<file path="src/design/ocrb_map.vh">
// Purpose: constants for the outbound configuration record bank
// Assumes: byte-wide special-function-register bus, record bytes 0..25
// Notes:   addresses are the bus addresses of each record byte
`ifndef OCRB_MAP_VH
`define OCRB_MAP_VH

`define OCRB_NUM_REGS      26
`define OCRB_REC_BITS      208
`define OCRB_BLOCK_BITS    176
`define OCRB_STATUS_BYTES  16

// record byte addresses
`define OCRB_A_NETID0      8'h88
`define OCRB_A_NETID1      8'h89
`define OCRB_A_UID0        8'h8A
`define OCRB_A_UID1        8'h8B
`define OCRB_A_UID2        8'h8C
`define OCRB_A_UID3        8'h8D
`define OCRB_A_UID4        8'h8E
`define OCRB_A_UID5        8'h91
`define OCRB_A_APP0        8'h92
`define OCRB_A_APP1        8'h93
`define OCRB_A_APP2        8'h94
`define OCRB_A_APP3        8'h95
`define OCRB_A_APP4        8'h96
`define OCRB_A_APP5        8'h97
`define OCRB_A_APP6        8'h98
`define OCRB_A_APP7        8'h99
`define OCRB_A_APP8        8'h9A
`define OCRB_A_APP9        8'h9B
`define OCRB_A_SETUP0      8'h9C
`define OCRB_A_SETUP1      8'h9D
`define OCRB_A_SETUP2      8'h9E
`define OCRB_A_SETUP3      8'hA1
`define OCRB_A_SETUP4      8'hA3
`define OCRB_A_SETUP5      8'hA4
`define OCRB_A_NETID2      8'hA5
`define OCRB_A_NETID3      8'hA6

// record byte indices of each field
`define OCRB_UID_FIRST     2
`define OCRB_UID_LAST      7
`define OCRB_SETUP_FIRST   18

// reset values
`define OCRB_RESET_BYTE    8'h00
`define OCRB_RDATA_UNMAPPED 8'h00

// sensor setup word field positions
`define OCRB_F_DELAY_LSB   2
`define OCRB_F_CONT        4
`define OCRB_F_POWER       5
`define OCRB_F_ENABLE      6
`define OCRB_F_S3RATE_LO   7
`define OCRB_F_S3RATE_HI   8
`define OCRB_F_S2RATE_LSB  9
`define OCRB_F_S1RATE_LSB  11

// sensor switch delay in ms, counted as 1 kHz ticks
`define OCRB_DLY_CODE0_MS  8'h3C
`define OCRB_DLY_CODE1_MS  8'h50
`define OCRB_DLY_CODE2_MS  8'hA0
`define OCRB_DLY_CODE3_MS  8'h78

// modulator filter rates in Hz
`define OCRB_RATE_CODE0_HZ 8'hFA
`define OCRB_RATE_CODE1_HZ 8'h64
`define OCRB_RATE_CODE2_HZ 8'h32
`define OCRB_RATE_CODE3_HZ 8'h19

`endif

</file>
<file path="src/design/ocrb_byte_reg.v">
// Purpose: one software-writable byte of the record bank
// Assumes: single-cycle write strobe on the system clock
// Notes:   resets to zero
`include "ocrb_map.vh"

module ocrb_byte_reg #(
  parameter [7:0] ADDR = 8'h00
) (
  input  wire       clk,
  input  wire       resetn,
  input  wire       wr_en,
  input  wire [7:0] addr,
  input  wire [7:0] wdata,
  output wire [7:0] q
);

  reg [7:0] byte_reg;

  always @(posedge clk or negedge resetn) begin
    if (!resetn) begin
      byte_reg <= `OCRB_RESET_BYTE;
    end else if (wr_en && (addr == ADDR)) begin
      byte_reg <= wdata;
    end
  end

  assign q = byte_reg;

endmodule

</file>
<file path="src/design/ocrb_bank.v">
// Purpose: outbound configuration record bank, 26 bytes on the sfr bus
// Assumes: sfr strobes and link control bit come from the system clock
// Notes:   fuse bits are asynchronous to clk and pass two flip-flops

`include "ocrb_map.vh"

////////////////////////////////////////////////////////////////////////////////
// Behaviour
// - twenty-six byte registers form one 208-bit record
// - record is sent by base with config-send
// - block is 176 bits in registers 2..23
// - unit identity in registers 2..7, LSB first
// - application payload in registers 8..17, read/write
// - sensor setup word in registers 18..23
// - network identifier in registers 0,1,24,25
// - select 0 on a base: network id in lower identity bits
// - select 1: whole unit identity is sent
// - target reply always carries unit identity
// - target status bytes from outbound or inbound
// - unit identity fuse-fixed, read-only
// - record contents never steer the link controller
// - switch delay code gives 60/80/160/120 ms
// - continuous sampling holds conversion enable high only while setup bit 6 is set
// - setup bit 5 powers sensor front end
// - setup bit 6 enables controller; bits 1:0 reserved
// - setup bit 7 is sensor 3 rate low
// - rate code gives 250/100/50/25 Hz
// - target inbound record holds base's outbound record
module ocrb_bank (
  input  wire         clk,
  input  wire         resetn,
  input  wire [7:0]   sfr_addr,
  input  wire [7:0]   sfr_wdata,
  input  wire         sfr_wr,
  input  wire         sfr_rd,
  output wire [7:0]   sfr_rdata,
  output wire         sfr_hit,
  input  wire         station_is_base,
  input  wire         identity_source_select,
  input  wire [47:0]  fused_unit_identity,
  input  wire [127:0] inbound_record,
  output wire [207:0] config_send_record,
  output wire [127:0] status_data,
  output wire [47:0]  status_identity,
  output wire [7:0]   sensor_switch_delay_ms,
  output wire         continuous_sampling_enable,
  output wire         conversion_enable_hold,
  output wire         sensor_front_power_enable,
  output wire         sensor_ctrl_enable,
  output wire [1:0]   sensor3_rate_select,
  output wire [1:0]   sensor2_rate_select,
  output wire [1:0]   sensor1_rate_select,
  output wire [7:0]   sensor3_rate_hz,
  output wire [7:0]   sensor2_rate_hz,
  output wire [7:0]   sensor1_rate_hz
);

  ////////////////////////////////////////////////////////////////////////////////
  // address map
  // bus addresses are not contiguous: gaps at 0x8F, 0x90, 0x9F, 0xA0 and 0xA2

  function [7:0] rec_addr;
    input integer idx;
    begin
      case (idx)
        0:       rec_addr = `OCRB_A_NETID0;
        1:       rec_addr = `OCRB_A_NETID1;
        2:       rec_addr = `OCRB_A_UID0;
        3:       rec_addr = `OCRB_A_UID1;
        4:       rec_addr = `OCRB_A_UID2;
        5:       rec_addr = `OCRB_A_UID3;
        6:       rec_addr = `OCRB_A_UID4;
        7:       rec_addr = `OCRB_A_UID5;
        8:       rec_addr = `OCRB_A_APP0;
        9:       rec_addr = `OCRB_A_APP1;
        10:      rec_addr = `OCRB_A_APP2;
        11:      rec_addr = `OCRB_A_APP3;
        12:      rec_addr = `OCRB_A_APP4;
        13:      rec_addr = `OCRB_A_APP5;
        14:      rec_addr = `OCRB_A_APP6;
        15:      rec_addr = `OCRB_A_APP7;
        16:      rec_addr = `OCRB_A_APP8;
        17:      rec_addr = `OCRB_A_APP9;
        18:      rec_addr = `OCRB_A_SETUP0;
        19:      rec_addr = `OCRB_A_SETUP1;
        20:      rec_addr = `OCRB_A_SETUP2;
        21:      rec_addr = `OCRB_A_SETUP3;
        22:      rec_addr = `OCRB_A_SETUP4;
        23:      rec_addr = `OCRB_A_SETUP5;
        24:      rec_addr = `OCRB_A_NETID2;
        25:      rec_addr = `OCRB_A_NETID3;
        default: rec_addr = 8'h00;
      endcase
    end
  endfunction

  // rate codes of all three sensors share one table
  function [7:0] rate_hz;
    input [1:0] code;
    begin
      case (code)
        2'h0:    rate_hz = `OCRB_RATE_CODE0_HZ;
        2'h1:    rate_hz = `OCRB_RATE_CODE1_HZ;
        2'h2:    rate_hz = `OCRB_RATE_CODE2_HZ;
        default: rate_hz = `OCRB_RATE_CODE3_HZ;
      endcase
    end
  endfunction

  ////////////////////////////////////////////////////////////////////////////////
  // fuse identity, static but unrelated to clk
  // a word-wide two-stage sync is enough only because fuses never change in use

  reg  [47:0]  fuse_meta_reg;
  reg  [47:0]  fuse_sync_reg;

  always @(posedge clk or negedge resetn) begin
    if (!resetn) begin
      fuse_meta_reg <= 48'h0;
      fuse_sync_reg <= 48'h0;
    end else begin
      fuse_meta_reg <= fused_unit_identity;
      fuse_sync_reg <= fuse_meta_reg;
    end
  end

  ////////////////////////////////////////////////////////////////////////////////
  // record storage

  wire [207:0] rec_flat;

  genvar gi;
  generate
    for (gi = 0; gi < `OCRB_NUM_REGS; gi = gi + 1) begin : g_rec
      if ((gi >= `OCRB_UID_FIRST) && (gi <= `OCRB_UID_LAST)) begin : g_uid
        // no write path exists here, so a stray store cannot alter the fuses
        assign rec_flat[gi*8 +: 8] =
          fuse_sync_reg[(gi-`OCRB_UID_FIRST)*8 +: 8];
      end else begin : g_rw
        ocrb_byte_reg #(
          .ADDR   (rec_addr(gi))
        ) u_byte (
          .clk    (clk),
          .resetn (resetn),
          .wr_en  (sfr_wr),
          .addr   (sfr_addr),
          .wdata  (sfr_wdata),
          .q      (rec_flat[gi*8 +: 8])
        );
      end
    end
  endgenerate

  // the network id is split around the block: two bytes below it, two above
  wire [7:0]   netid_b0     = rec_flat[0*8 +: 8];
  wire [7:0]   netid_b1     = rec_flat[1*8 +: 8];
  wire [7:0]   netid_b2     = rec_flat[24*8 +: 8];
  wire [7:0]   netid_b3     = rec_flat[25*8 +: 8];
  wire [31:0]  network_id   = {netid_b3, netid_b2, netid_b1, netid_b0};
  wire [175:0] cfg_block    = rec_flat[16 +: `OCRB_BLOCK_BITS];
  wire [47:0]  unit_id      = cfg_block[0 +: 48];
  wire [79:0]  app_payload  = cfg_block[48 +: 80];
  wire [47:0]  setup_word   = cfg_block[128 +: 48];

  ////////////////////////////////////////////////////////////////////////////////
  // register read port, answer one cycle after the read strobe
  // a read in the same cycle as a write to that byte returns the old value

  reg  [7:0]   rdata_reg;
  reg  [7:0]   rdata_next;
  reg          hit_reg;
  reg          hit_next;
  integer      k;

  always @* begin
    rdata_next = rdata_reg;
    hit_next   = hit_reg;
    if (sfr_rd) begin
      rdata_next = `OCRB_RDATA_UNMAPPED;
      hit_next   = 1'b0;
      for (k = 0; k < `OCRB_NUM_REGS; k = k + 1) begin
        if (sfr_addr == rec_addr(k)) begin
          rdata_next = rec_flat[k*8 +: 8];
          hit_next   = 1'b1;
        end
      end
    end
  end

  always @(posedge clk or negedge resetn) begin
    if (!resetn) begin
      rdata_reg <= `OCRB_RDATA_UNMAPPED;
      hit_reg   <= 1'b0;
    end else begin
      rdata_reg <= rdata_next;
      hit_reg   <= hit_next;
    end
  end

  assign sfr_rdata = rdata_reg;
  assign sfr_hit   = hit_reg;

  ////////////////////////////////////////////////////////////////////////////////
  // record towards the link controller
  // the bank only offers data; nothing here feeds back into link timing

  reg  [207:0] send_reg;
  reg  [207:0] send_next;
  reg  [47:0]  ident_field;
  wire         ident_use_netid = station_is_base & ~identity_source_select;

  // on a target the select is ignored and the full unit identity goes out
  always @* begin
    if (ident_use_netid) begin
      ident_field = {unit_id[47:32], network_id};
    end else begin
      ident_field = unit_id;
    end
    send_next = {netid_b3, netid_b2,
                 setup_word,
                 app_payload,
                 ident_field,
                 netid_b1, netid_b0};
  end

  always @(posedge clk or negedge resetn) begin
    if (!resetn) begin
      send_reg <= 208'h0;
    end else begin
      send_reg <= send_next;
    end
  end

  assign config_send_record = send_reg;

  ////////////////////////////////////////////////////////////////////////////////
  // target status reply

  reg  [127:0] status_reg;
  reg  [127:0] status_next;
  reg  [47:0]  status_id_reg;

  // the same select bit picks the source of the first sixteen status bytes
  always @* begin
    if (identity_source_select) begin
      // inbound side carries what the base last configured
      status_next = inbound_record;
    end else begin
      status_next = rec_flat[127:0];
    end
  end

  always @(posedge clk or negedge resetn) begin
    if (!resetn) begin
      status_reg    <= 128'h0;
      status_id_reg <= 48'h0;
    end else begin
      status_reg    <= status_next;
      status_id_reg <= fuse_sync_reg;
    end
  end

  assign status_data     = status_reg;
  assign status_identity = status_id_reg;

  ////////////////////////////////////////////////////////////////////////////////
  // sensor setup decode

  reg  [7:0]   delay_reg;
  reg  [7:0]   delay_next;
  reg          cont_reg;
  reg          hold_reg;
  reg          power_reg;
  reg          enable_reg;
  reg  [1:0]   s3_rate_reg;
  reg  [1:0]   s2_rate_reg;
  reg  [1:0]   s1_rate_reg;
  reg  [7:0]   s3_hz_reg;
  reg  [7:0]   s2_hz_reg;
  reg  [7:0]   s1_hz_reg;
  // setup bits 1:0 are reserved and have no decode
  wire [1:0]   delay_code = setup_word[`OCRB_F_DELAY_LSB +: 2];
  // the sensor 3 rate code straddles record bytes 18 and 19
  wire [1:0]   s3_code    = {setup_word[`OCRB_F_S3RATE_HI],
                             setup_word[`OCRB_F_S3RATE_LO]};
  wire [1:0]   s2_code    = setup_word[`OCRB_F_S2RATE_LSB +: 2];
  wire [1:0]   s1_code    = setup_word[`OCRB_F_S1RATE_LSB +: 2];

  // note the non-monotonic table: code 2 is longer than code 3
  always @* begin
    case (delay_code)
      2'h0:    delay_next = `OCRB_DLY_CODE0_MS;
      2'h1:    delay_next = `OCRB_DLY_CODE1_MS;
      2'h2:    delay_next = `OCRB_DLY_CODE2_MS;
      default: delay_next = `OCRB_DLY_CODE3_MS;
    endcase
  end

  always @(posedge clk or negedge resetn) begin
    if (!resetn) begin
      delay_reg   <= `OCRB_DLY_CODE0_MS;
      cont_reg    <= 1'b0;
      hold_reg    <= 1'b0;
      power_reg   <= 1'b0;
      enable_reg  <= 1'b0;
      s3_rate_reg <= 2'h0;
      s2_rate_reg <= 2'h0;
      s1_rate_reg <= 2'h0;
      s3_hz_reg   <= `OCRB_RATE_CODE0_HZ;
      s2_hz_reg   <= `OCRB_RATE_CODE0_HZ;
      s1_hz_reg   <= `OCRB_RATE_CODE0_HZ;
    end else begin
      delay_reg   <= delay_next;
      cont_reg    <= setup_word[`OCRB_F_CONT];
      // conversion enable is held only while the controller runs
      hold_reg    <= setup_word[`OCRB_F_CONT] & setup_word[`OCRB_F_ENABLE];
      power_reg   <= setup_word[`OCRB_F_POWER];
      enable_reg  <= setup_word[`OCRB_F_ENABLE];
      s3_rate_reg <= s3_code;
      s2_rate_reg <= s2_code;
      s1_rate_reg <= s1_code;
      s3_hz_reg   <= rate_hz(s3_code);
      s2_hz_reg   <= rate_hz(s2_code);
      s1_hz_reg   <= rate_hz(s1_code);
    end
  end

  assign sensor_switch_delay_ms     = delay_reg;
  assign continuous_sampling_enable = cont_reg;
  assign conversion_enable_hold     = hold_reg;
  assign sensor_front_power_enable  = power_reg;
  assign sensor_ctrl_enable         = enable_reg;
  assign sensor3_rate_select        = s3_rate_reg;
  assign sensor2_rate_select        = s2_rate_reg;
  assign sensor1_rate_select        = s1_rate_reg;
  assign sensor3_rate_hz            = s3_hz_reg;
  assign sensor2_rate_hz            = s2_hz_reg;
  assign sensor1_rate_hz            = s1_hz_reg;

endmodule

</file>
<file path="config.mk">
export PLATFORM = sky130hd
export DESIGN_NAME = ocrb_bank
export DESIGN_NICKNAME = d
export VERILOG_FILES = /design/src/design/ocrb_byte_reg.v /design/src/design/ocrb_bank.v
export VERILOG_INCLUDE_DIRS = /design/src /design/src/design
export SDC_FILE = /design/constraint.sdc
export NUM_CORES = 1
export LEC_CHECK = 0
export BUFFER_PORTS_ARGS = -buffer_cell sky130_fd_sc_hd__buf_2
export CAP_MARGIN = 30
export CORE_AREA = 2 2 246 248
export DETAILED_ROUTE_END_ITERATION = 7
export DIE_AREA = 0 0 248 250
export PLACE_DENSITY = 0.68
export SLEW_MARGIN = 20
export SYNTH_ARGS = -nofsm -noshare
export SYNTH_HDL_FRONTEND = slang
export SYNTH_HIERARCHICAL = 1
export SYNTH_SLANG_ARGS = --single-unit
</file>
<file path="constraint.sdc">
create_clock -name clk -period 2.1 [get_ports clk]
set_clock_uncertainty 0.15 [all_clocks]
set_input_delay 0.21 -clock clk [delete_from_list [all_inputs] [get_ports clk]]
set_output_delay 0.21 -clock clk [all_outputs]
set_load 0.05 [all_outputs]
</file>
# Yosys cells after proc, flatten, opt, wreduce, memory -nomap -nowiden
# Cells that the tools add are included.
# Widths: inputs -> output; s select.
[word_totals]
register_bits = 691
latch_bits = 0
ram_bits = 0
rom_bits = 0
elab_cells = 203
memories = 0
[classes]
addsub = 0
n_mul = 0
div_mod_pow = 0
magnitude_cmp = 0
n_eq_ne = 54
shifts = 0
n_mux = 84
n_bitwise = 3
n_reduce_logical = 24
[ops]
columns = ["op", "n"]
rows = [
  ["$mux 8", 52],
  ["$eq 8x8->1", 26],
  ["$eq 8x8->1 const B", 20],
  ["$mux 128", 1],
  ["$pmux 8 s3", 4],
  ["$mux 32", 1],
  ["$mux 1", 26],
  ["$logic_and 1x1->1", 20],
  ["$eq 2x1->1 const B", 4],
  ["$eq 2x2->1 const B", 4],
  ["$logic_not 2->1", 4],
  ["$and 1x1->1", 2],
  ["$not 1->1", 1],
]

# Logic depth before layout (Yosys ltp)
# Gate-level depths: netlist of the first run.
[depth]
ltp_word = 28
depth_mapped = 9
mapped_depth_nobuf = 6

# Modules after synthesis
# The synthesis of the first run kept the hierarchy.
[modules_own_cells]
columns = ["module", "n_inst", "cells_each", "area_each_um2", "seq_area_each_um2"]
rows = [
  ["ocrb_bank", 1, 1236, 18046.1, 12639.6],
  ["ocrb_byte_reg at g_rec[11].g_rw.u_byte ...", 7, 20, 360.3, 200.2],
  ["ocrb_byte_reg at g_rec[1].g_rw.u_byte ...", 3, 20, 356.6, 200.2],
  ["ocrb_byte_reg at g_rec[10].g_rw.u_byte ...", 3, 19, 340.3, 200.2],
  ["ocrb_byte_reg at g_rec[13].g_rw.u_byte ...", 2, 19, 345.3, 200.2],
  ["ocrb_byte_reg at g_rec[22].g_rw.u_byte ...", 2, 19, 342.8, 200.2],
  ["ocrb_byte_reg at g_rec[19].g_rw.u_byte ...", 2, 19, 329.1, 200.2],
  ["ocrb_byte_reg at g_rec[0].g_rw.u_byte", 1, 20, 354.1, 200.2],
]

# Worst setup path before layout of the first run
# No wires, ideal clock.
[synth_path]
path_type = "input-to-reg"
from = "input port sfr_addr[6]"
to = "register rdata_reg[2] (netlist: sfr_rdata[2])"
setup_ns = 0.129
t_arrival_ns = 1.865
setup_slack_ns = -0.044
cell_stages = 7
cell_sequence = "or4b_1 -> buf_2 -> or4_1 -> a21oi_1 -> o211ai_1 -> a2111oi_2 -> nor2_1"
[synth_via]
elab_chain_len = 27
[synth_rtl]
columns = ["element", "line_no", "text"]
rows = [
  ["from (decl)", "ocrb_bank.v:32", "input wire [7:0] sfr_addr,"],
  ["$eq 8x8->1", "ocrb_bank.v:182", "if (sfr_addr == rec_addr(k)) begin"],
  ["$mux 8 (25 in series)", "ocrb_bank.v:182", ""],
  ["$mux 8 (*)", "ocrb_bank.v:182", ""],
  ["to (signal assigned)", "ocrb_bank.v:192", "rdata_reg <= `OCRB_RDATA_UNMAPPED;"],
  ["to (signal assigned)", "ocrb_bank.v:195", "rdata_reg <= rdata_next;"],
  ["to (decl)", "ocrb_bank.v:169", "reg [7:0] rdata_reg;"],
]
# Mark *: on every way between the ends. The rest lies on a longest branch, timed or not.
# A chain may end at the register's enable or synchronous reset.

# Final worst setup path of the first run
[layout_path]
from = "register fuse_sync_reg[14]"
to = "register rdata_reg[6] (netlist: sfr_rdata[6])"
[layout_via]
elab_chain_len = 23
[layout_rtl]
columns = ["element", "line_no", "text"]
rows = [
  ["from (decl)", "ocrb_bank.v:115", "reg [47:0] fuse_sync_reg;"],
  ["from (signal assigned)", "ocrb_bank.v:123", "fuse_sync_reg <= fuse_meta_reg;"],
  ["$mux 8 (23 in series)", "ocrb_bank.v:182", ""],
]
# Every way passes these cells.

==> flow_metrics.py, run 1 <==
metrics = {
    "status": {
        "status": "finished, violations left",
        "violations": "negative setup slack",
    },
    "sta": {
        "slew-limit-headroom": 0.5075,
        "setup_slack_ns": -0.2077,
        "fmax_ghz": 0.4333,
        "hold_viol": 0,
        "finalCriticalPeriod_ns": 2.308,
        "slew_violations": 0,
        "holdWs_ns": 0.05554,
        "grt_setup_unrepaired": "yes",
        "final-setup-viol-count": 1,
        "post-route-period-util": 1.099,
        "worstMarginPinSlew_ns": 0.7387,
    },
    "routing": {
        "wl_met2_um": 46010,
        "dr_wl_met3_um": 4838,
        "drt-initial-drc-count": 1223,
        "routedLengthMet1_um": 38170,
        "num_vias": 18560,
        "drt_pass1_iterations": 5,
        "routed.top_layer": "met4",
        "remaining_drc_errors": 0,
        "drt-wirelength-per-cell_um": 25.94,
        "drt_wl_total_um": 92130,
        "via_per_inst": 5.228,
        "ant_nets": 0,
    },
    "cts": {
        "cts_root_buf": "clkbuf_16",
        "cts_tree": "yes",
        "numCtsBuffers": 70,
        "htreeDepth": 3,
        "clk_pin_slew_ns": 0.07,
        "clockBufferDepth": 3,
        "clock_sinks": 664,
        "clk_latency_ns": 0.62,
        "cts_setup_buffers": 0,
    },
    "worst_setup_path": {
        "cp_slowest_cell": "mux4_2",
        "crit_path_end_kind": "register",
        "path_class": "reg -> reg",
        "worstPathCellList": "mux4_2 -> and3_4 -> a311o_1 -> o2111ai_2 -> nand3_1 -> a211o_1",
        "slowest_delay_ns": 0.52,
        "reg2reg_to": "sfr_rdata[6]$_DFFE_PN0P_",
        "r2r-start": "fuse_sync_reg[14]$_DFF_PN0_",
        "cp_data_required_time_ns": 2.44,
        "r2r_slack_ns": -0.21,
        "startpoint_type": "register",
        "ff2ff_path_depth": 6,
        "worstPathMaxFanout": 2,
        "cp.arrival_ns": 2.65,
    },
    "synthesis": {
        "synth_edf_count": 0,
        "ys_warn_count": 6,
        "synthTopCellsByCount": "642 x dfrtp_1, 240 x mux2_2, 88 x mux2_4",
        "synth_top_area_share": 0.6414,
        "yosysMostFrequentCell": "dfrtp_1",
        "ys_types": 80,
        "synthCells": 1627,
        "synth.area.top_cells": "dfrtp_1 64%, mux2_2 11%, mux2_4 5.3%",
        "synth.ff_latch_count": 664,
        "avgSynthCellArea_um2": 15.40,
        "synth_top_area_cell": "dfrtp_1",
        "ys.flop_type": "dfrtp_1",
        "async_flop_share": 1.000,
        "ys_seq_area_frac": 0.6645,
        "syn_area_um2": 25050,
    },
    "power_and_ir_drop": {
        "leakagePower_nw": 18.01,
        "power_density_nw_per_um2": 876.5,
        "ir_drop_mv": 0.6877,
    },
    "floorplan": {
        "die_y_um": 250,
        "die_area_um2": 62000,
        "io_pins": 633,
        "die_w_um": 248,
        "start_util": 0.4205,
        "core-area_um2": 59570,
        "rows": 90,
    },
    "placement": {
        "dp_hpwl_um": 66800,
        "gp_congestion": 0.9416,
        "place_inst": 3222,
        "place_ws_ns": -0.5809,
        "port_buffers": 630,
    },
    "finish": {
        "largest_reg_flops": 190,
        "area_delta_synth_final_pct": 41.81,
        "drive_above_1_share": 0.5139,
        "final_nets": 2928,
        "instances_no_fill": 3551,
    },
    "min_path": {
        "worst_hold_path_type": "in -> reg",
        "holdPathEnd": "config_send_record[20]$_DFF_PN0_",
        "min_path_cells": 4,
        "worstHoldStart": "station_is_base",
    },
    "grt": {
        "grt_pass1_vias": 19840,
        "grt_usage": 0.2972,
        "overflow": 0,
        "grt_pass1_wl_um": 133600,
        "antenna_found_initial": 5,
        "grt_start_max_net_pins": 86,
    },
    "job": {
        "drv_cap": 0,
    },
}
[metal layers]
metal | track usage | vias up
li1 | - | 7975
met1 | 0.3907 | 9700
met2 | 0.4960 | 729
met3 | 0.04850 | 160
met4 | 0.1076 | 0
met5 | 0 | -
[area by class of cell]
class | count | area (µm²)
diodes | 4 | 10.01
clock buffers | 101 | 1989
clock inverters | 27 | 346.6
fillers | 4598 | 24050
inverters | 28 | 105.1
multi-input cells | 832 | 7752
flip-flops and latches | 664 | 16640
well taps | 782 | 978.4
repair buffers | 1113 | 7694
[metrics by stage]
step                  util  area [µm²]  power [mW]  setup TNS [ns]
floorplan                -       25050       16.50        -0.04392
global placement    0.5227       31140       18.42          -19.32
detailed placement  0.5227       31140       18.48          -19.53
CTS                 0.5958       35490       31.31         -0.2615
global route        0.5963       35520       32.17         -0.2816
finish              0.5963       35520       31.13         -0.2077
[worst max-delay path by stage]
stage                                     start                       end  slack, ns  depth (start not counted)
CTS                 fuse_sync_reg[14]$_DFF_PN0_  sfr_rdata[6]$_DFFE_PN0P_      -0.22                          6
finish              fuse_sync_reg[14]$_DFF_PN0_  sfr_rdata[6]$_DFFE_PN0P_      -0.21                          6
detailed placement                  sfr_addr[6]  sfr_rdata[4]$_DFFE_PN0P_      -0.58                         11
floorplan                           sfr_addr[6]  sfr_rdata[2]$_DFFE_PN0P_      -0.04                          7
global placement                    sfr_addr[6]  sfr_rdata[7]$_DFFE_PN0P_      -0.59                         10
global route        fuse_sync_reg[14]$_DFF_PN0_  sfr_rdata[6]$_DFFE_PN0P_      -0.26                          6
[cells in the final DEF, fill, tap and decap left out, types with 38 or more instances in the layout]
| master | instances |
|---|---|
| buf_2 | 626 |
| a21oi_1 | 41 |
| mux2_2 | 240 |
| dfrtp_1 | 641 |
| dlygate4sd3_1 | 197 |
| clkbuf_16 | 71 |
| nand2_1 | 38 |
| buf_4 | 256 |
| nor2_1 | 49 |
| o21ai_0 | 56 |
| mux2_4 | 88 |
[what timing repair did]
item	4_1_cts	5_1_grt
resized for setup	6	7
hold buffers	198	0
pin swaps	12	6
setup endpoints to repair	3	6
endpoints found under the hold margin	822	0
[worst max-delay path, delay by kind of cell, from the launching register on]
family          cells  cell delay [ns]
mux                 1             0.52
simple gates        2             0.30
flops               1             0.38
compound gates      3             0.83
[power breakdown]
group          total (mW)  switching (mW)  internal, mW
Sequential           13.9           0.459          13.5
Combinational        4.66            3.11          1.55
Clock                12.5            5.23          7.31
[cell families (layout without fill, tap and decap cells)]
family                   count (synthesis)  count (layout)  share of synthesized area
buffers and inverters                  132            1269                    0.02822
other                                    1               6                  0.0001497
AND/OR/NAND/NOR                        251             251                    0.06919
adder cells (fa/ha/maj)                 21              21                    0.01049
AO/OA/AOI/OAI                          211             211                    0.05575
multiplexers                           347             347                     0.1717
flip-flops                             664             664                     0.6645
Power figures use the tool's default switching activity.
==> inputs of run 2 (changes only) <==
--- a/config.mk
+++ b/config.mk
@@ -8,12 +8,10 @@
 export LEC_CHECK = 0
 export BUFFER_PORTS_ARGS = -buffer_cell sky130_fd_sc_hd__buf_2
 export CAP_MARGIN = 30
-export CORE_AREA = 2 2 246 248
+export CORE_AREA = 2 2 249 251
 export DETAILED_ROUTE_END_ITERATION = 7
-export DIE_AREA = 0 0 248 250
-export PLACE_DENSITY = 0.68
+export DIE_AREA = 0 0 251 253
 export SLEW_MARGIN = 20
 export SYNTH_ARGS = -nofsm -noshare
 export SYNTH_HDL_FRONTEND = slang
-export SYNTH_HIERARCHICAL = 1
 export SYNTH_SLANG_ARGS = --single-unit
==> run 2 against run 1 <==
  * The flow still finishes with violations (negative setup slack)
  * Wire length decreased by 9.6%
  * Critical path type unchanged
  * Non-clock buffer count decreased by 50
  * Global-route usage decreased by 3.4 points
  * Sequential cell count unchanged
  * Register-to-register slack got worse by 0.07 ns
  * Sequential share of layout area increased by 2.4 points
  * Critical path depth increased by 1
  * Combinational power decreased by 4.5%
==> flow_metrics.py, run 2 <==
metrics = {
    "status": {
        "status": "finished, violations left",
        "violations": "negative setup slack",
    },
    "power_and_ir_drop": {
        "swShare": 0.2756,
        "combPwrFrac": 0.142,
        "intPower_mw": 22.62,
        "ir_drop_mv": 0.8093,
        "leakagePower_nw": 17.15,
        "seq_power_share": 0.447,
        "power_density_nw_per_um2": 923.7,
        "p_switching_mw": 8.609,
        "p_clk_frac": 0.410,
    },
    "placement": {
        "place_inst": 3109,
        "dp_hpwl_um": 61190,
        "placed_cell_area_um2": 29310,
        "port_buffers": 630,
        "gp_congestion": 0.8865,
    },
    "finish": {
        "area_delta_synth_final_pct": 42.46,
        "multi_input_area_um2": 6563,
        "fin_area_um2": 33810,
        "largest_reg_flops": 190,
        "final_nets": 2813,
        "fill_cells": 4997,
        "final_util": 0.5540,
        "final_common_cell": "dfrtp_1",
        "drive_above_1_share": 0.5089,
        "seq_area_um2": 16640,
        "most-common-layout-cells": "642 x dfrtp_1, 626 x buf_2, 311 x mux2_2",
        "instances_no_fill": 3439,
    },
    "synthesis": {
        "synth.ff_latch_count": 664,
        "synthCells": 1567,
        "synthTopCellsByCount": "642 x dfrtp_1, 312 x mux2_2, 64 x o21ai_0",
        "async_flop_share": 1.000,
        "syn_area_um2": 23740,
        "ys_seq_area_frac": 0.7012,
        "ys_warn_count": 0,
        "ys_types": 69,
        "synth_edf_count": 0,
        "yosysMostFrequentCell": "dfrtp_1",
        "ys.flop_type": "dfrtp_1",
        "synth.area.top_cells": "dfrtp_1 68%, mux2_2 15%, dfstp_2 2.4%",
        "synth_top_area_cell": "dfrtp_1",
        "synth_top_area_share": 0.6769,
        "avgSynthCellArea_um2": 15.15,
    },
    "cts": {
        "clockBufferDepth": 3,
        "htreeDepth": 3,
        "clk_pin_slew_ns": 0.06,
        "numCtsBuffers": 71,
        "cts_root_buf": "clkbuf_16",
        "cts_tree": "yes",
        "clk_latency_ns": 0.60,
        "clock_sinks": 664,
    },
    "sta": {
        "post-route-period-util": 1.131,
        "setup_slack_ns": -0.2753,
        "slew_violations": 0,
        "worstMarginPinSlew_ns": 0.7619,
        "final-setup-viol-count": 3,
        "fmax_ghz": 0.4210,
        "grt_setup_unrepaired": "yes",
        "hold_viol": 0,
        "slew-limit-headroom": 0.4921,
        "finalCriticalPeriod_ns": 2.375,
    },
    "routing": {
        "drt-initial-drc-count": 1005,
        "drt_wl_total_um": 83300,
        "remaining_drc_errors": 0,
        "drt_pass1_iterations": 5,
        "drt-wirelength-per-cell_um": 24.22,
        "num_vias": 17090,
        "ant_nets": 0,
        "via_per_inst": 4.968,
    },
    "grt": {
        "antenna_found_initial": 2,
        "grt_usage": 0.2634,
        "overflow": 0,
        "grt_pass1_wl_um": 122800,
        "grt_pass1_vias": 18450,
        "grt_start_max_net_pins": 84,
    },
    "worst_setup_path": {
        "cp.arrival_ns": 2.70,
        "path_class": "reg -> reg",
        "startpoint_type": "register",
        "worstPathMaxFanout": 2,
        "cp_data_required_time_ns": 2.42,
        "crit_path_end_kind": "register",
    },
    "min_path": {
        "worst_hold_path_type": "in -> reg",
    },
    "job": {
        "drv_cap": 0,
    },
    "floorplan": {
        "rows": 91,
        "die_y_um": 253,
        "die_w_um": 251,
        "core-area_um2": 61030,
        "die_area_um2": 63500,
        "io_pins": 633,
        "start_util": 0.3889,
    },
}
[run 2: changes by cell type in the layout (fill, tap and decap cells not counted), moves of 8 or more]
cell	previous run	this run
mux2_4	88	1
mux2_2	240	311
buf_4	256	219
nand2_1	38	61
buf_12	32	15
nand4b_1	10	0
and4bb_1	8	0
nand3_1	18	26
[run 2: cell type report]
type	instances	area share
repair buffers	1063	0.2104
multi-input cells	765	0.1941
diodes	2	0.0001480
clock buffers	99	0.05958
well taps	790	0.02923
inverters	29	0.003219
flip-flops and latches	664	0.4922
clock inverters	27	0.01106
[run 2: kinds of logic after synthesis]
group | synth area share
and+or+nand+nor | 0.04033
DFF | 0.7012
adders and majority gates | 0.01107
muxes | 0.1626
other | 0.0001580
buffers and inverters | 0.02725
AOI/OAI and AO/OA | 0.05741
[run 2: metrics by stage]
stage                     power (mW)  setup slack [ns]  setup TNS, ns  hold WS (ns)
after CTS                      31.53           -0.2685        -0.3606       0.01353
after global routing           32.36           -0.3393        -0.4400       0.05716
after global placement         18.30           -0.4852         -23.84       0.02314
final                          31.23           -0.2753        -0.2907       0.05634
after detailed placement       18.34           -0.4867         -24.10       0.02657
after floorplan                16.58           -0.1746        -0.6664       -0.2356
[run 2: critical path, stage by stage, from the launching register on]
cell	delay [ns]
dfrtp_1	0.37
or3b_1	0.38
mux4_2	0.50
nand2_1	0.09
a21oi_1	0.08
or4_4	0.45
a21oi_2	0.16
o41ai_1	0.08
[run 2: path summary, 6_finish.rpt]
kind                                              from                                      to  slack [ns]  cells past startpoint
min                                    station_is_base        config_send_record[24]$_DFF_PN0_        0.06                      4
min reg2reg                 fuse_meta_reg[2]$_DFF_PN0_              fuse_sync_reg[2]$_DFF_PN0_        0.19                      0
max reg2reg                fuse_sync_reg[10]$_DFF_PN0_                sfr_rdata[2]$_DFFE_PN0P_       -0.28                      7
min in group asynchronous                       resetn  g_rec[13].g_rw.u_byte.q[5]$_DFFE_PN0P_        0.27                      3
max                        fuse_sync_reg[10]$_DFF_PN0_                sfr_rdata[2]$_DFFE_PN0P_       -0.28                      7
max in group asynchronous                       resetn  g_rec[19].g_rw.u_byte.q[1]$_DFFE_PN0P_        0.39                      3
[run 2: timing repair]
action	4_1_cts	5_1_grt
pin swaps	10	2
setup endpoints to repair	4	7
endpoints found under the hold margin	830	0
hold buffers	201	0
setup buffers	0	1
gates resized for setup	9	8
[run 2: power groups by stage]
| stage | combinational, mW | sequential, mW | clock (mW) |
|---|---|---|---|
| after floorplan | 0.932 | 15.7 | 0 |
| after global placement | 4.11 | 14.2 | 0 |
| after detailed placement | 4.14 | 14.2 | 0 |
| after CTS | 4.46 | 14.0 | 13.1 |
| after global routing | 4.68 | 14.0 | 13.7 |
| final | 4.45 | 14.0 | 12.8 |
[run 2: routing by layer]
layer	wire length [µm]	up-vias	part of all wire	track usage
met2	42450	594	0.51	0.4580
met3	4257	97	0.051	0.04502
met4	1584	0	0.019	0.07092
met5	0	-	0	0
met1	35020	8846	0.42	0.3418
li1	-	7548	-	-
==> inputs of run 3 (changes only) <==
--- a/config.mk
+++ b/config.mk
@@ -6,11 +6,12 @@
 export SDC_FILE = /design/constraint.sdc
 export NUM_CORES = 1
 export LEC_CHECK = 0
+export ABC_AREA = 1
 export BUFFER_PORTS_ARGS = -buffer_cell sky130_fd_sc_hd__buf_2
 export CAP_MARGIN = 30
-export CORE_AREA = 2 2 249 251
+export CORE_AREA = 2 2 245 247
 export DETAILED_ROUTE_END_ITERATION = 7
-export DIE_AREA = 0 0 251 253
+export DIE_AREA = 0 0 247 249
 export SLEW_MARGIN = 20
 export SYNTH_ARGS = -nofsm -noshare
 export SYNTH_HDL_FRONTEND = slang
==> run 3 against run 2 <==
  * The flow still finishes with violations (negative setup slack)
  * Cell count is 13% higher
  * Sequential power hardly changed
  * Critical endpoint is now sfr_rdata[1]$_DFFE_PN0P_
  * Non-clock buffer count is 29 lower
  * Utilization is 0.78 points higher
  * Area after synthesis is 3.2% lower
  * Setup slack better by 0.17 ns
  * Sequential share of layout area is 1.3 points higher
  * Highest routed layer is now met5
==> flow_metrics.py, run 3 <==
metrics = {
    "grt": {
        "grt_usage": 0.2709,
        "grt_pass1_vias": 19320,
        "grt_start_max_net_pins": 180,
        "overflow": 0,
        "grt_pass1_wl_um": 122300,
        "antenna_found_initial": 5,
    },
    "synthesis": {
        "synth_top_area_share": 0.6989,
        "ys_types": 37,
        "avgSynthCellArea_um2": 11.10,
        "ys.flop_type": "dfrtp_1",
        "ys_seq_area_frac": 0.7240,
        "synthTopCellsByCount": "662 x nand2_1, 642 x dfrtp_1, 252 x o21ai_0",
        "synth_top_area_cell": "dfrtp_1",
        "yosysMostFrequentCell": "nand2_1",
        "syn_area_um2": 22990,
        "async_flop_share": 1.000,
        "synth.area.top_cells": "dfrtp_1 70%, nand2_1 11%, o21ai_0 5.5%",
        "synth_edf_count": 0,
        "ys_warn_count": 0,
        "synthCells": 2071,
        "synth.ff_latch_count": 664,
    },
    "power_and_ir_drop": {
        "power_density_nw_per_um2": 917.0,
        "leakagePower_nw": 17.31,
        "combPwrFrac": 0.132,
        "intPower_mw": 21.83,
        "seq_power_share": 0.460,
        "p_switching_mw": 8.402,
        "swShare": 0.2779,
        "ir_drop_mv": 0.7468,
        "power_mw": 30.23,
        "p_clk_frac": 0.408,
    },
    "floorplan": {
        "io_pins": 633,
        "core-area_um2": 58690,
        "rows": 89,
        "die_w_um": 247,
        "start_util": 0.3917,
        "die_area_um2": 61500,
        "die_y_um": 249,
    },
    "min_path": {
        "worstHoldStart": "sfr_wdata[6]",
        "holdPathEnd": "g_rec[23].g_rw.u_byte.q[6]$_DFFE_PN0P_",
        "min_path_cells": 4,
        "worst_hold_path_type": "in -> reg",
    },
    "worst_setup_path": {
        "r2r_slack_ns": -0.10,
        "cp.arrival_ns": 2.54,
        "ff2ff_path_depth": 18,
        "cp_data_required_time_ns": 2.44,
        "path_buf_inv": 1,
        "worstPathCellList": "inv_2 -> nor2_2 -> nor2_1 -> nand4_1 -> nand2_1 -> nand4_1 -> nor2_1 -> nand3_1 -> nand2_1 -> nand2_1 -> nand2_1 -> nand3_1 -> nand2_1 -> nand2_1 -> nand2_1 -> nand2_1 -> nand2_1 -> nand2_1",
        "path_class": "reg -> reg",
        "r2r-start": "fuse_sync_reg[9]$_DFF_PN0_",
        "startpoint_type": "register",
        "crit_family": "simple AND/OR/NAND/NOR gates",
        "worstPathMaxFanout": 2,
        "crit_path_end_kind": "register",
        "worst_path_most_repeated_cell": "nand2_1",
        "reg2reg_to": "sfr_rdata[1]$_DFFE_PN0P_",
        "slowest_delay_ns": 0.40,
        "cp_slowest_cell": "dfrtp_1",
    },
    "finish": {
        "area_delta_synth_final_pct": 43.44,
        "fin_area_um2": 32970,
        "largest_reg_flops": 190,
        "drive_above_1_share": 0.3477,
        "most-common-layout-cells": "655 x nand2_1, 638 x dfrtp_1, 628 x buf_2",
        "multi_input_area_um2": 5438,
        "final_nets": 3292,
        "fill_cells": 5005,
        "seq_area_um2": 16650,
        "final_common_cell": "nand2_1",
    },
    "sta": {
        "slew-limit-headroom": 0.4760,
        "fmax_ghz": 0.4540,
        "final-setup-viol-count": 5,
        "setup_slack_ns": -0.1025,
        "worstMarginPinSlew_ns": 0.7860,
        "grt_setup_unrepaired": "yes",
        "hold_viol": 0,
        "finalCriticalPeriod_ns": 2.202,
        "fin_setup_tns_ns": -0.2528,
        "post-route-period-util": 1.049,
        "slew_violations": 0,
    },
    "routing": {
        "via_per_inst": 4.803,
        "wl_met2_um": 40610,
        "routedLengthMet1_um": 34360,
        "drt-wirelength-per-cell_um": 21.36,
        "num_vias": 18740,
        "drt_wl_total_um": 83330,
        "remaining_drc_errors": 0,
        "ant_nets": 0,
        "drt-initial-drc-count": 1506,
        "dr_wl_met3_um": 5819,
        "drt_pass1_iterations": 7,
        "routed.top_layer": "met5",
    },
    "placement": {
        "port_buffers": 630,
        "dp_hpwl_um": 62060,
        "gp_congestion": 0.9232,
        "placed_cell_area_um2": 28480,
    },
    "job": {
        "drv_cap": 0,
    },
    "cts": {
        "htreeDepth": 3,
        "clk_pin_slew_ns": 0.06,
        "numCtsBuffers": 69,
        "cts_tree": "yes",
        "clk_latency_ns": 0.61,
        "clockBufferDepth": 3,
        "clock_sinks": 664,
        "cts_root_buf": "clkbuf_16",
    },
    "status": {
        "violations": "negative setup slack",
        "status": "finished, violations left",
    },
}
-- run 3: cell types whose count changed after synthesis, moves of 12 or more --
cell / change
o21ai_0: +188
inv_2: +15
mux2i_1: -12
inv_1: +100
a21oi_1: -14
nand4_1: +20
nand2_1: +600
mux2_2: -311
-- run 3: worst min-delay path: cells and delay by family --
family,cells,cell delay [ns]
AO/OA/AOI/OAI,1,0.19
buffers and inverters,3,0.34
-- run 3: routing by layer --
layer | global-route usage | up-vias
met1 | 0.3521 | 9302
met3 | 0.06119 | 147
li1 | - | 8556
met5 | 0 | -
met4 | 0.09208 | 2
met2 | 0.4470 | 735
-- run 3: cell type report --
cell class                 count  share of cell area
timing repair buffer        1034              0.2141
clock inverter                29            0.009639
clock buffer                  95             0.06026
multi-input combinational   1158              0.1649
tap                          773             0.02933
antenna                        3           0.0002277
inverter                     146             0.01662
sequential                   664              0.5049
-- run 3: power by group through the flow --
stage | clock (mW) | combinational, mW | sequential [mW]
4_1_cts | 12.5 | 4.00 | 13.9
2_1_floorplan | 0 | 0.655 | 15.5
5_1_grt | 13.1 | 4.23 | 14.0
3_3_place_gp | 0 | 3.66 | 14.1
6_report | 12.3 | 3.99 | 13.9
3_5_place_dp | 0 | 3.69 | 14.1
-- run 3: worst max path at each step --
stage,from,endpoint,cells after the start
finish,fuse_sync_reg[9]$_DFF_PN0_,sfr_rdata[1]$_DFFE_PN0P_,18
detailed placement,sfr_addr[5],sfr_rdata[0]$_DFFE_PN0P_,21
CTS,g_rec[1].g_rw.u_byte.q[3]$_DFFE_PN0P_,sfr_rdata[3]$_DFFE_PN0P_,14
global route,fuse_sync_reg[0]$_DFF_PN0_,sfr_rdata[0]$_DFFE_PN0P_,14
global placement,sfr_addr[4],sfr_rdata[7]$_DFFE_PN0P_,17
floorplan,sfr_addr[2],sfr_rdata[4]$_DFFE_PN0P_,24
-- run 3: cells by family (layout without fill, tap and decap cells) --
logic type	count (synthesis)	after routing	share of synthesized area
AOI/OAI and AO/OA	317	317	0.07299
adders and majority gates	21	21	0.01143
buffers and inverters	250	1304	0.04588
DFF	664	664	0.7240
muxes	1	1	0.0004898
other	1	5	0.0001631
and+or+nand+nor	817	817	0.1450
-- run 3: stage by stage --
step / setup WS, ns / util / hold slack, ns / std cells
3_3_place_gp: -0.5136 / 0.4853 / 0.001962 / 3572
6_report: -0.1025 / 0.5618 / 0.02330 / 3902
3_5_place_dp: -0.5565 / 0.4853 / 0.002740 / 3572
2_1_floorplan: 0.1890 / - / -0.2356 / 2072
4_1_cts: -0.1027 / 0.5587 / 0.004588 / 3892
5_1_grt: -0.2702 / 0.5618 / 0.01251 / 3901
-- run 3: what timing repair did --
action	CTS	global route
gates cloned	0	0
setup endpoints to repair	8	8
hold buffers	188	0
pin swaps	10	16
setup buffers	8	7
endpoints found under the hold margin	835	0
gates resized for setup	30	29
